===== src/nqs_defs.svh =====
`ifndef NQS_DEFS_SVH
`define NQS_DEFS_SVH
`define NQS_CLK_NS 4
`define NQS_TICK_NS 2000
`define NQS_TICK_CYC ((`NQS_TICK_NS) / (`NQS_CLK_NS))
`define NQS_WHOLE_TICKS 192
`define NQS_PATTERNS 100
`define NQS_SWING_LEVELS 6
`define NQS_OFF_CTRL 4'h0
`define NQS_OFF_MASK 4'h1
`define NQS_OFF_PSTART 4'h2
`define NQS_OFF_PEND 4'h3
`define NQS_OFF_LEN 4'h4
`define NQS_OFF_STATUS 4'h5
`define NQS_OFF_POS 4'h6
`define NQS_RST_GRID 4'h4
`define NQS_RST_LEN 16'h00C0
`define NQS_RST_MASK 15'h7FFF
`define NQS_RST_PEND 16'hFFFF
`endif


===== src/nqs_pkg.sv =====
package nqs_pkg;
	typedef enum logic [3:0] {
		G4, G6, G8, G12, G16, G24, G32, G48, G64, G96, G192
	} nqs_grid_type;
	typedef enum logic [2:0] {
		PICK, HALT, SWING_SET, QUANT_SET, CLICK_SET, TEMPO_SET, LIVE_REC, GRID_ENT
	} nqs_state_type;
	function automatic logic [7:0] grid_den(input logic [3:0] g);
		logic [7:0] d;
		d = 8'h00;
		unique case (g)
			4'h0: d = 8'h04;
			4'h1: d = 8'h06;
			4'h2: d = 8'h08;
			4'h3: d = 8'h0C;
			4'h4: d = 8'h10;
			4'h5: d = 8'h18;
			4'h6: d = 8'h20;
			4'h7: d = 8'h30;
			4'h8: d = 8'h40;
			4'h9: d = 8'h60;
			default: d = 8'hC0;
		endcase
		return d;
	endfunction
	function automatic logic [7:0] grid_ticks(input logic [3:0] g);
		return 8'(16'hC0 / {8'h00, grid_den(g)});
	endfunction
	function automatic logic [6:0] swing_pct(input logic [2:0] l);
		logic [6:0] p;
		p = 7'h32;
		unique case (l)
			3'h1: p = 7'h36;
			3'h2: p = 7'h3A;
			3'h3: p = 7'h3F;
			3'h4: p = 7'h43;
			3'h5: p = 7'h47;
			default: p = 7'h32;
		endcase
		return p;
	endfunction
endpackage


===== src/nqs_top.sv =====
// Our own choices: the address map and the address-and-strobe port.
`timescale 1ns/1ns
`include "nqs_defs.svh"
module nqs_top (
	input wire logic sys_clk_i,
	input wire logic rst_i,
	input wire logic [3:0] addr_i,
	input wire logic [15:0] wr_data_i,
	input wire logic wr_i,
	input wire logic rd_i,
	output logic [15:0] rd_data_o,
	input wire logic swing_key_i,
	input wire logic quant_key_i,
	input wire logic click_key_i,
	input wire logic tempo_key_i,
	input wire logic live_key_i,
	input wire logic grid_key_i,
	input wire logic halt_key_i,
	input wire logic inc_key_i,
	input wire logic dec_key_i,
	input wire logic frac_press_i,
	input wire logic [3:0] frac_code_i,
	input wire logic inst_press_i,
	input wire logic [3:0] inst_id_i,
	output logic [2:0] state_o,
	output logic [7:0] disp_value_o,
	output logic disp_off_o,
	output logic grid_mismatch_error_o,
	output logic note_wr_o,
	output logic [15:0] note_pos_o,
	output logic [3:0] note_inst_o,
	output logic [6:0] note_pat_o
);
	localparam int KN = 15;
	logic [KN-1:0] key_raw;
	logic [KN-1:0] key_s1;
	logic [KN-1:0] key_s2;
	logic [KN-1:0] key_s3;
	logic [KN-1:0] key_rise;
	logic [3:0] code_s1;
	logic [3:0] code_s2;
	logic [3:0] inst_s1;
	logic [3:0] inst_s2;
	assign key_raw = {inst_press_i, frac_press_i, dec_key_i, inc_key_i, halt_key_i,
		grid_key_i, live_key_i, tempo_key_i, click_key_i, quant_key_i, swing_key_i, 4'h0};
	always_ff @(posedge sys_clk_i or posedge rst_i) begin
		if (rst_i) begin
			key_s1 <= '0;
			key_s2 <= '0;
			key_s3 <= '0;
			code_s1 <= 4'h0;
			code_s2 <= 4'h0;
			inst_s1 <= 4'h0;
			inst_s2 <= 4'h0;
		end else begin
			key_s1 <= key_raw;
			key_s2 <= key_s1;
			key_s3 <= key_s2;
			code_s1 <= frac_code_i;
			code_s2 <= code_s1;
			inst_s1 <= inst_id_i;
			inst_s2 <= inst_s1;
		end
	end
	assign key_rise = key_s2 & ~key_s3;
	logic k_swing, k_quant, k_click, k_tempo, k_live, k_grid, k_halt;
	logic k_inc, k_dec, k_frac, k_inst;
	assign k_swing = key_rise[4];
	assign k_quant = key_rise[5];
	assign k_click = key_rise[6];
	assign k_tempo = key_rise[7];
	assign k_live = key_rise[8];
	assign k_grid = key_rise[9];
	assign k_halt = key_rise[10];
	assign k_inc = key_rise[11];
	assign k_dec = key_rise[12];
	assign k_frac = key_rise[13];
	assign k_inst = key_rise[14];

	// software registers
	logic [6:0] pat;
	logic [14:0] inst_mask;
	logic [15:0] pass_start;
	logic [15:0] pass_end;
	logic [15:0] pat_len;
	always_ff @(posedge sys_clk_i or posedge rst_i) begin
		if (rst_i) begin
			pat <= 7'h00;
			inst_mask <= `NQS_RST_MASK;
			pass_start <= 16'h0000;
			pass_end <= `NQS_RST_PEND;
			pat_len <= `NQS_RST_LEN;
		end else if (wr_i) begin
			unique case (addr_i)
				`NQS_OFF_CTRL: pat <= (wr_data_i[6:0] < 7'(`NQS_PATTERNS)) ? wr_data_i[6:0] : pat;
				`NQS_OFF_MASK: inst_mask <= wr_data_i[14:0];
				`NQS_OFF_PSTART: pass_start <= wr_data_i;
				`NQS_OFF_PEND: pass_end <= wr_data_i;
				`NQS_OFF_LEN: pat_len <= (wr_data_i == 16'h0000) ? 16'h0001 : wr_data_i;
				default: ;
			endcase
		end
	end

	// mode state
	nqs_pkg::nqs_state_type state;
	nqs_pkg::nqs_state_type next_state;
	logic [3:0] grid;
	logic [2:0] swing_mem [0:`NQS_PATTERNS-1];
	logic [2:0] cur_swing;
	logic mismatch;
	logic from_view;
	logic from_set;
	logic [6:0] swing_clr_cnt;
	assign cur_swing = swing_mem[pat];
	assign from_view = (state == nqs_pkg::PICK) || (state == nqs_pkg::HALT);
	assign from_set = (state == nqs_pkg::QUANT_SET) || (state == nqs_pkg::SWING_SET) ||
		(state == nqs_pkg::CLICK_SET) || (state == nqs_pkg::TEMPO_SET);
	assign mismatch = (cur_swing != 3'h0) && (grid != 4'h2) && (grid != 4'h4);
	always_comb begin
		next_state = state;
		unique case (state)
			nqs_pkg::PICK, nqs_pkg::HALT: begin
				if (k_swing)
					next_state = nqs_pkg::SWING_SET;
				else if (k_quant)
					next_state = nqs_pkg::QUANT_SET;
				else if (k_click)
					next_state = nqs_pkg::CLICK_SET;
				else if (k_tempo)
					next_state = nqs_pkg::TEMPO_SET;
				else if (k_live && !mismatch)
					next_state = nqs_pkg::LIVE_REC;
				else if (k_grid)
					next_state = nqs_pkg::GRID_ENT;
				else if (k_halt)
					next_state = (state == nqs_pkg::PICK) ? nqs_pkg::HALT : nqs_pkg::PICK;
			end
			nqs_pkg::SWING_SET: begin
				if (k_swing)
					next_state = nqs_pkg::PICK;
				else if (k_quant)
					next_state = nqs_pkg::QUANT_SET;
				else if (k_click)
					next_state = nqs_pkg::CLICK_SET;
				else if (k_tempo)
					next_state = nqs_pkg::TEMPO_SET;
			end
			nqs_pkg::QUANT_SET: begin
				if (k_quant)
					next_state = nqs_pkg::PICK;
				else if (k_swing)
					next_state = nqs_pkg::SWING_SET;
				else if (k_click)
					next_state = nqs_pkg::CLICK_SET;
				else if (k_tempo)
					next_state = nqs_pkg::TEMPO_SET;
			end
			nqs_pkg::CLICK_SET, nqs_pkg::TEMPO_SET: begin
				if (k_swing)
					next_state = nqs_pkg::SWING_SET;
				else if (k_quant)
					next_state = nqs_pkg::QUANT_SET;
				else if ((k_click && state == nqs_pkg::CLICK_SET) ||
					(k_tempo && state == nqs_pkg::TEMPO_SET))
					next_state = nqs_pkg::PICK;
				else if (k_click)
					next_state = nqs_pkg::CLICK_SET;
				else if (k_tempo)
					next_state = nqs_pkg::TEMPO_SET;
			end
			nqs_pkg::LIVE_REC, nqs_pkg::GRID_ENT: begin
				if (k_halt)
					next_state = nqs_pkg::PICK;
			end
		endcase
	end
	always_ff @(posedge sys_clk_i or posedge rst_i) begin
		if (rst_i)
			state <= nqs_pkg::PICK;
		else
			state <= next_state;
	end

	// grid and swing settings
	always_ff @(posedge sys_clk_i or posedge rst_i) begin
		if (rst_i)
			grid <= `NQS_RST_GRID;
		else if (state == nqs_pkg::QUANT_SET && k_frac && code_s2 <= 4'hA)
			grid <= code_s2;
	end
	// zero every pattern's swing level after reset
	always_ff @(posedge sys_clk_i) begin
		if (swing_clr_cnt < 7'(`NQS_PATTERNS))
			swing_mem[swing_clr_cnt] <= 3'h0;
		if (state == nqs_pkg::SWING_SET && k_inc && cur_swing < 3'(`NQS_SWING_LEVELS - 1))
			swing_mem[pat] <= cur_swing + 3'h1;
		else if (state == nqs_pkg::SWING_SET && k_dec && cur_swing != 3'h0)
			swing_mem[pat] <= cur_swing - 3'h1;
	end
	always_ff @(posedge sys_clk_i or posedge rst_i) begin
		if (rst_i)
			swing_clr_cnt <= 7'h00;
		else if (swing_clr_cnt < 7'(`NQS_PATTERNS))
			swing_clr_cnt <= swing_clr_cnt + 7'h01;
	end
	logic err;
	always_ff @(posedge sys_clk_i or posedge rst_i) begin
		if (rst_i)
			err <= 1'b0;
		else if (from_view && k_live && mismatch)
			err <= 1'b1;
		else if (!mismatch || !from_view)
			err <= 1'b0;
	end

	// tick base and position
	logic [9:0] div_cnt;
	logic tick_en;
	logic [15:0] pos;
	assign tick_en = (div_cnt == 10'(`NQS_TICK_CYC - 1));
	always_ff @(posedge sys_clk_i or posedge rst_i) begin
		if (rst_i)
			div_cnt <= 10'h000;
		else if (tick_en)
			div_cnt <= 10'h000;
		else
			div_cnt <= div_cnt + 10'h001;
	end
	always_ff @(posedge sys_clk_i or posedge rst_i) begin
		if (rst_i)
			pos <= 16'h0000;
		else if (state != nqs_pkg::LIVE_REC && state != nqs_pkg::GRID_ENT)
			pos <= 16'h0000;
		else if (state == nqs_pkg::LIVE_REC && tick_en)
			pos <= (pos + 16'h0001 >= pat_len) ? 16'h0000 : pos + 16'h0001;
		else if (state == nqs_pkg::GRID_ENT && k_inc)
			pos <= (pos + 16'(nqs_pkg::grid_ticks(grid)) >= pat_len) ? 16'h0000 :
				pos + 16'(nqs_pkg::grid_ticks(grid));
	end

	// snapping and swing
	logic [7:0] gt;
	logic [15:0] rem;
	logic [15:0] base;
	logic [15:0] snap;
	logic [15:0] slot;
	logic swing_on;
	logic [15:0] sdel;
	logic [15:0] live_pos;
	assign gt = nqs_pkg::grid_ticks(grid);
	assign rem = pos % {8'h00, gt};
	assign base = pos - rem;
	assign snap = ({rem[14:0], 1'b0} >= {8'h00, gt}) ? base + {8'h00, gt} : base;
	assign slot = snap / {8'h00, gt};
	assign swing_on = (grid == 4'h2 || grid == 4'h4) && inst_mask[inst_s2] &&
		(snap >= pass_start) && (snap <= pass_end) && slot[0];
	assign sdel = 16'(((32'(gt) * 32'(nqs_pkg::swing_pct(cur_swing)) * 32'h2) + 32'd50)
		/ 32'd100) - {8'h00, gt};
	always_comb begin
		live_pos = swing_on ? snap + sdel : snap;
		if (live_pos >= pat_len)
			live_pos = live_pos - pat_len;
	end

	// note writes; nothing here erases stored notes
	always_ff @(posedge sys_clk_i or posedge rst_i) begin
		if (rst_i) begin
			note_wr_o <= 1'b0;
			note_pos_o <= 16'h0000;
			note_inst_o <= 4'h0;
			note_pat_o <= 7'h00;
		end else begin
			note_wr_o <= k_inst && (state == nqs_pkg::LIVE_REC || state == nqs_pkg::GRID_ENT);
			note_inst_o <= inst_s2;
			note_pat_o <= pat;
			if (state == nqs_pkg::LIVE_REC)
				note_pos_o <= live_pos;
			else
				note_pos_o <= pos;
		end
	end

	// display and status
	always_ff @(posedge sys_clk_i or posedge rst_i) begin
		if (rst_i) begin
			state_o <= 3'h0;
			disp_value_o <= 8'h00;
			disp_off_o <= 1'b0;
			grid_mismatch_error_o <= 1'b0;
		end else begin
			state_o <= next_state;
			grid_mismatch_error_o <= err;
			disp_off_o <= (next_state == nqs_pkg::QUANT_SET) && (grid == 4'hA);
			if (next_state == nqs_pkg::SWING_SET)
				disp_value_o <= {1'b0, nqs_pkg::swing_pct(cur_swing)};
			else if (next_state == nqs_pkg::QUANT_SET)
				disp_value_o <= nqs_pkg::grid_den(grid);
			else
				disp_value_o <= {1'b0, pat};
		end
	end
	always_ff @(posedge sys_clk_i or posedge rst_i) begin
		if (rst_i)
			rd_data_o <= 16'h0000;
		else if (rd_i) begin
			unique case (addr_i)
				`NQS_OFF_CTRL: rd_data_o <= {9'h000, pat};
				`NQS_OFF_MASK: rd_data_o <= {1'b0, inst_mask};
				`NQS_OFF_PSTART: rd_data_o <= pass_start;
				`NQS_OFF_PEND: rd_data_o <= pass_end;
				`NQS_OFF_LEN: rd_data_o <= pat_len;
				`NQS_OFF_STATUS: rd_data_o <= {4'h0, err, cur_swing, grid, 1'b0, state};
				`NQS_OFF_POS: rd_data_o <= pos;
				default: rd_data_o <= 16'h0000;
			endcase
		end else
			rd_data_o <= 16'h0000;
	end
endmodule


===== config.mk =====
export PLATFORM = sky130hd
export DESIGN_NAME = nqs_top
export DESIGN_NICKNAME = d
export VERILOG_FILES = /design/src/nqs_pkg.sv /design/src/nqs_top.sv
export VERILOG_INCLUDE_DIRS = /design/src
export SDC_FILE = /design/constraint.sdc
export NUM_CORES = 2
export LEC_CHECK = 0
export CAP_MARGIN = 20
export CORE_UTILIZATION = 45
export CTS_BUF_LIST = sky130_fd_sc_hd__clkbuf_2
export CTS_CLUSTER_SIZE = 40
export DETAILED_ROUTE_END_ITERATION = 12
export DONT_BUFFER_PORTS = 1
export HOLD_SLACK_MARGIN = 0.08
export PLACE_DENSITY = 0.72
export SETUP_SLACK_MARGIN = 0.4
export SLEW_MARGIN = 20
export SYNTH_ARGS = -nofsm -noshare
export SYNTH_HDL_FRONTEND = slang
export SYNTH_SLANG_ARGS = --single-unit

===== constraint.sdc =====
create_clock -name sys_clk_i -period 110.7 [get_ports sys_clk_i]
set_clock_uncertainty 0.2 [all_clocks]
set_input_delay 5.535 -clock sys_clk_i [delete_from_list [all_inputs] [get_ports sys_clk_i]]
set_output_delay 5.535 -clock sys_clk_i [all_outputs]
set_load 0.02 [all_outputs]

* Yosys cells after proc, flatten, opt, wreduce, memory -nomap -nowiden
Memories as Yosys holds them, arrays and structs flattened.
Index checks and enable logic that the tools add are counted.
** Storage, ports and cells
- Register bits after elaboration :: 214
- Bits in latches :: 0
- RAM bits :: 300
- ROM bits :: 448
- Input port bits :: 43
- Logic and storage cells :: 189
- Memories kept :: 5
** Cells by class
- Add/subtract/negate cells :: 13
- Multipliers :: 1
- Divide/modulo/power cells :: 6
- Order comparisons :: 11
- Eq/ne operators :: 28
- Shift operators :: 0
- Muxes and demuxes :: 53
- Bitwise gates (word level) :: 3
- Reduce and logical (&&, ||, !) cells :: 43
** Memory list
- swing_mem :: depth 100, width 3, rd ports 1, clocked after Yosys merged registers in 0, wr ports 2, line nqs_top.sv:109 : logic [2:0] swing_mem [0:`NQS_PATTERNS-1];
- (name not given) :: depth 16, width 7, rd ports 1, clocked after Yosys merged registers in 0, wr ports 0, line nqs_pkg.sv:11 : unique case (g)
- (name not given) :: depth 16, width 7, rd ports 1, clocked after Yosys merged registers in 0, wr ports 0, line nqs_pkg.sv:11
- (name not given) :: depth 16, width 7, rd ports 1, clocked after Yosys merged registers in 0, wr ports 0, line nqs_pkg.sv:11
- (name not given) :: depth 16, width 7, rd ports 1, clocked after Yosys merged registers in 0, wr ports 0, line nqs_pkg.sv:11
** Operators with widths (number)
- 16-bit 2-to-1 mux :: 11
- 16-bit case mux with 7 select lines :: 1
- 16-bit greater-or-equal comparator :: 4
- 8-bit 2-to-1 mux :: 8
- 3-bit 2-to-1 mux :: 18
- 16-bit by 8-bit adder with 16-bit output :: 3
- 8-bit by 8-bit divider with 16-bit output, first input constant :: 3
- 7-bit case mux with 5 select lines :: 1
- 32-bit by 7-bit divider with 32-bit output, second input constant :: 1
- 16-bit subtractor :: 2
- 1-bit logical AND :: 22
- 3-bit by 2-bit == test with 1-bit output, second input constant :: 6
- 3-bit == test, second input constant :: 6
- 16-bit by 6-bit adder with 17-bit output, second input constant :: 1
- 16-bit by 1-bit adder with 16-bit output, second input constant :: 1
- 16-bit adder :: 1
- 16-bit by 8-bit divider with 16-bit output :: 1
- 4-bit by 3-bit == test with 1-bit output, second input constant :: 4
- 16-bit by 8-bit greater-or-equal comparator with 1-bit output :: 1
- 16-bit less-or-equal comparator :: 1
- 16-bit zero test :: 1
- 16-bit by 8-bit modulo with 16-bit output :: 1
- 16-bit by 8-bit subtractor with 16-bit output :: 1
- 15-bit AND :: 1
- other kinds (32) :: 58

* Longest topological paths before layout
An unclocked memory read counts as a cell.
- Depth after elaboration :: 15
- Depth in mapped cells :: 581

* Least setup slack after synthesis
OpenSTA, ideal clock, no wires.
- Path type :: register to register
- Start point :: register grid[2]
- End point :: register note_pos_o[12]
- Setup time :: 0.067 ns
- Arrival time :: 104.294 ns
- Required time :: 110.433 ns
- Path slack :: 6.139 ns
- Cell stages (with the launch flop) :: 553
- Period minus slack after synthesis :: 104.561 ns
- Cells stage by stage :: dfstp_2 -> buf_2 -> nor2_1 -> nand2_1 -> clkbuf_1 -> ha_1 -> inv_1 -> o21ai_0 -> o2111a_1 -> nor3_1 -> ha_1 -> a311o_1 -> and3_1 -> clkbuf_1 -> nor4_2 -> a21o_1 -> ha_1 -> a21oi_1 -> [517 not listed] -> ha_1 -> inv_1 -> fa_1 -> a21o_1 -> a21o_1 -> a21o_1 -> a21oi_1 -> o21bai_1 -> a21oi_1 -> o21ai_0 -> a21o_1 -> a21o_1 -> a211o_1 -> a21oi_1 -> and2_1 -> clkbuf_1 -> clkbuf_1 -> a221o_1
** On the way
- Cells in the longest elaborated chain, start to end :: 14
- Elaborated cells between the ends (all ways) :: 27
** Ends and longest elaborated chain
- start, declared :: line nqs_top.sv:108 : logic [3:0] grid;
- start signal, assigned :: line nqs_top.sv:188 : grid <= `NQS_RST_GRID;
- start signal, assigned :: line nqs_top.sv:190 : grid <= code_s2;
- branches (longest 10 deep; another with 32-bit by 7-bit divider with 32-bit output)
- 16-bit 2-to-1 mux * :: line nqs_top.sv:261 : live_pos = swing_on ? snap + sdel : snap;
- 16-bit subtractor or 16-bit greater-or-equal comparator (tied branches) :: line nqs_top.sv:263, nqs_top.sv:262
- 16-bit 2-to-1 mux * :: line nqs_top.sv:262 : if (live_pos >= pat_len)
- 16-bit 2-to-1 mux * :: line nqs_top.sv:277 : if (state == nqs_pkg::LIVE_REC)
- end signal, assigned :: line nqs_top.sv:278 : note_pos_o <= live_pos;
- end signal, assigned :: line nqs_top.sv:280 : note_pos_o <= pos;
- end, declared :: line nqs_top.sv:30 : output logic [15:0] note_pos_o,
Every way passes the cells marked *.
A chain may end at the register's enable or synchronous reset.

* Final worst setup path
- Start point :: register grid[1]
- End point :: register note_pos_o[15]
The elaborated chain is that of the path after synthesis.

==> results.cfg <==
[floorplanning]
die-area_um2 = 112000
start_util_pct = 45.5
core-area_um2 = 109000
dieHeight_um = 334
io_pins = 100
num_rows = 121
die_w_um = 334

[yosys]
synth_edf_count = 300
netlist_area_um2 = 49700
yosysMostFrequentCell = nor2_1
async_flop_share_pct = 41.6
yosysWarnings = 0
synth_area_leaders = edfxtp_1, ha_1, dfrtp_1
yosysTopAreaCell = edfxtp_1
synth.distinct_cells = 130
yosys-top-cells-count = nor2_1, ha_1, nor3_1
syn_nets = 6295
synth_top_area_share_pct = 18.1
yosysSeqAreaShare_pct = 29.0
synthCells = 5753
avgSynthCellArea_um2 = 8.64
synthFlopType = edfxtp_1
ys_ff_latch = 514

[clock_network]
clock_path_buffers = 3
htreeDepth = 4
cts_buffers = 132
clkLatencyLatePin_ps = 1440
clkTransAtPathRegs_ps = 100
clock-sinks = 514
cts_tree = done
cts_root_buf = clkbuf_2
cts_hold_buf = 0

[worst_setup_path]
crit_buf_inv = 42
critical_path_arrival_ps = 104310
crit_start = grid[1]
crit_top_cell = o21a_1
worstPathRequired_ps = 111730
r2r_setup_slack_ps = 7420
reg2reg_depth = 527
cp_max_fo = 23
rr_endpoint = note_pos_o[15]
cp-start-kind = flop
timing.rr.start = grid[1]
path_delay_family = compound AO/OA/AOI/OAI gates
critPathKind = reg -> reg
crit_path_max_incr_delay_ps = 600
slowest_stage = dfrtp_4
end_kind = flop

[route]
ant_nets = 0
drt_iter0_markers = 5180
num_vias = 47300
drt-total-wl_um = 169000
drc = 0
vias_per_cell = 6.43
dr.pass1.iters = 7
wl_per_cell_um = 23.0

[grt]
grt_pass1_vias = 44600
track_usage_pct = 29.0
grt_pass1_wl_um = 255000
antenna_found_initial = 5
grt_busiest_layer = met2
use_met3_pct = 7.35
grtUsageMet2_pct = 45.9
grt_max_degree = 95
grt_use_met1_pct = 36.9
overflow = 0

[timing]
relSlewSlack_pct = 18.6
hold_viol_final = 0
drv_slew = 0
setup_viol = 0
tightest_slew_ps = 1210
fmax_mhz = 9.68
setup_ws_ps = 7420
fin_crit_sh_pct = 93.3
min_period_ps = 103280
fin_setup_tns_ps = 0
holdWs_ps = 139

[finish]
multiInputGateArea_um2 = 33700
drive_above_1_share_pct = 13.6
register_area_um2 = 14400
synthToLayoutAreaGrowth_pct = 7.85
final_nets = 6307
fill_cells = 10300

[min_path]
holdPathEnd = inst_s2[3]
hold_path_depth = 0
hp-start = inst_s1[3]
hold_class = reg -> reg

[run_status]
status = completed

[placement]
port_buffers = 0
place_congestion = 1.04
pre_cts_ws_ps = -3050
hpwlAfterDp_um = 122000

[run]
maxCapViolations = 0
## worst max path at each step
stage                          end  slack, ps  cells past startpoint
detailed placement   note_pos_o[7]      -3050                    526
CTS                 note_pos_o[15]        470                    527
floorplan           note_pos_o[12]       6140                    552
global route        note_pos_o[15]       -160                    539
global placement     note_pos_o[7]        670                    524
finish              note_pos_o[15]       7420                    527
## worst register-to-register path: cells and delay by family (launching register included)
kind                       cells  cell delay (ps)
and+or+nand+nor              132            22260
adders and majority gates     47            14280
DFF                            1              600
AOI/OAI and AO/OA            285            54780
xor gates and xnor gates       3              610
buffers and inverters         42             5080
muxes                         18             5400
## registers in the layout (all words and copies together) (netlist names), 15 cells and up
signal and count:
pos 16, pass_start 16, pass_end 16, pat_len 16
swing_mem 300, rd_data_o 16, note_pos_o 16, inst_mask 15
## metal layers
layer | share of wire (%) | routed length [um]
met4 | 4.9 | 8290
met5 | 0.0071 | 12
met1 | 40 | 67200
met3 | 11 | 18500
met2 | 44 | 75200
## final cells by class
type | count | area share (%)
multi-input combinational | 4671 | 62.9
antenna | 14 | 0.0654
sequential | 514 | 26.9
inverter | 281 | 2.02
tap | 1476 | 3.45
clock inverter | 42 | 0.516
clock buffer | 191 | 1.78
timing repair buffer | 165 | 2.36
## logic make-up after synthesis
family                     synth area share [%]
DFF                                        29.0
xor gates and xnor gates                   4.76
buffers and inverters                      4.49
and+or+nand+nor                            19.9
adders and majority gates                  13.3
muxes                                      4.97
AOI/OAI and AO/OA                          23.6
other                                   0.00755
## stage by stage
stage / utilization, % / area [um^2] / instances
after floorplan: - / 49700 / 5753
after global placement: 46.9 / 51200 / 7034
after detailed placement: 46.9 / 51200 / 7034
after CTS: 48.1 / 52500 / 7273
after global routing: 49.1 / 53600 / 7342
final: 49.1 / 53600 / 7354
## layout by cell type (no fill, tap or decap), types with 47 or more instances in the layout
cell type	Yosys	layout
nand3_1	129	122
nor2b_1	78	77
o22ai_1	120	118
mux2_2	138	137
nand2_1	392	385
buf_4	3	160
dfrtp_1	180	178
edfxtp_1	300	300
nand2b_1	98	96
or3_1	53	53
a21o_1	134	128
xnor2_1	176	174
nor2_1	516	505
nor3_1	404	395
a22oi_1	154	154
nand4_1	82	82
o21a_1	134	132
a31oi_1	48	47
inv_1	270	265
a21oi_1	319	297
o21ai_0	223	215
clkbuf_2	0	191
xor2_1	94	93
ha_1	457	457
mux2i_1	62	54
o31ai_1	61	60
## timing repair
action | in CTS | in global routing
buffers inserted | 5 | 62
pin swaps | 3 | 23
gates resized for setup | 18 | 119
endpoints found under the setup margin | 16 | 16
gates cloned | 1 | 3
Power is left out: the tool's default activity adds up to more than one toggle a clock period on the data nets, which glitch-free logic cannot reach.
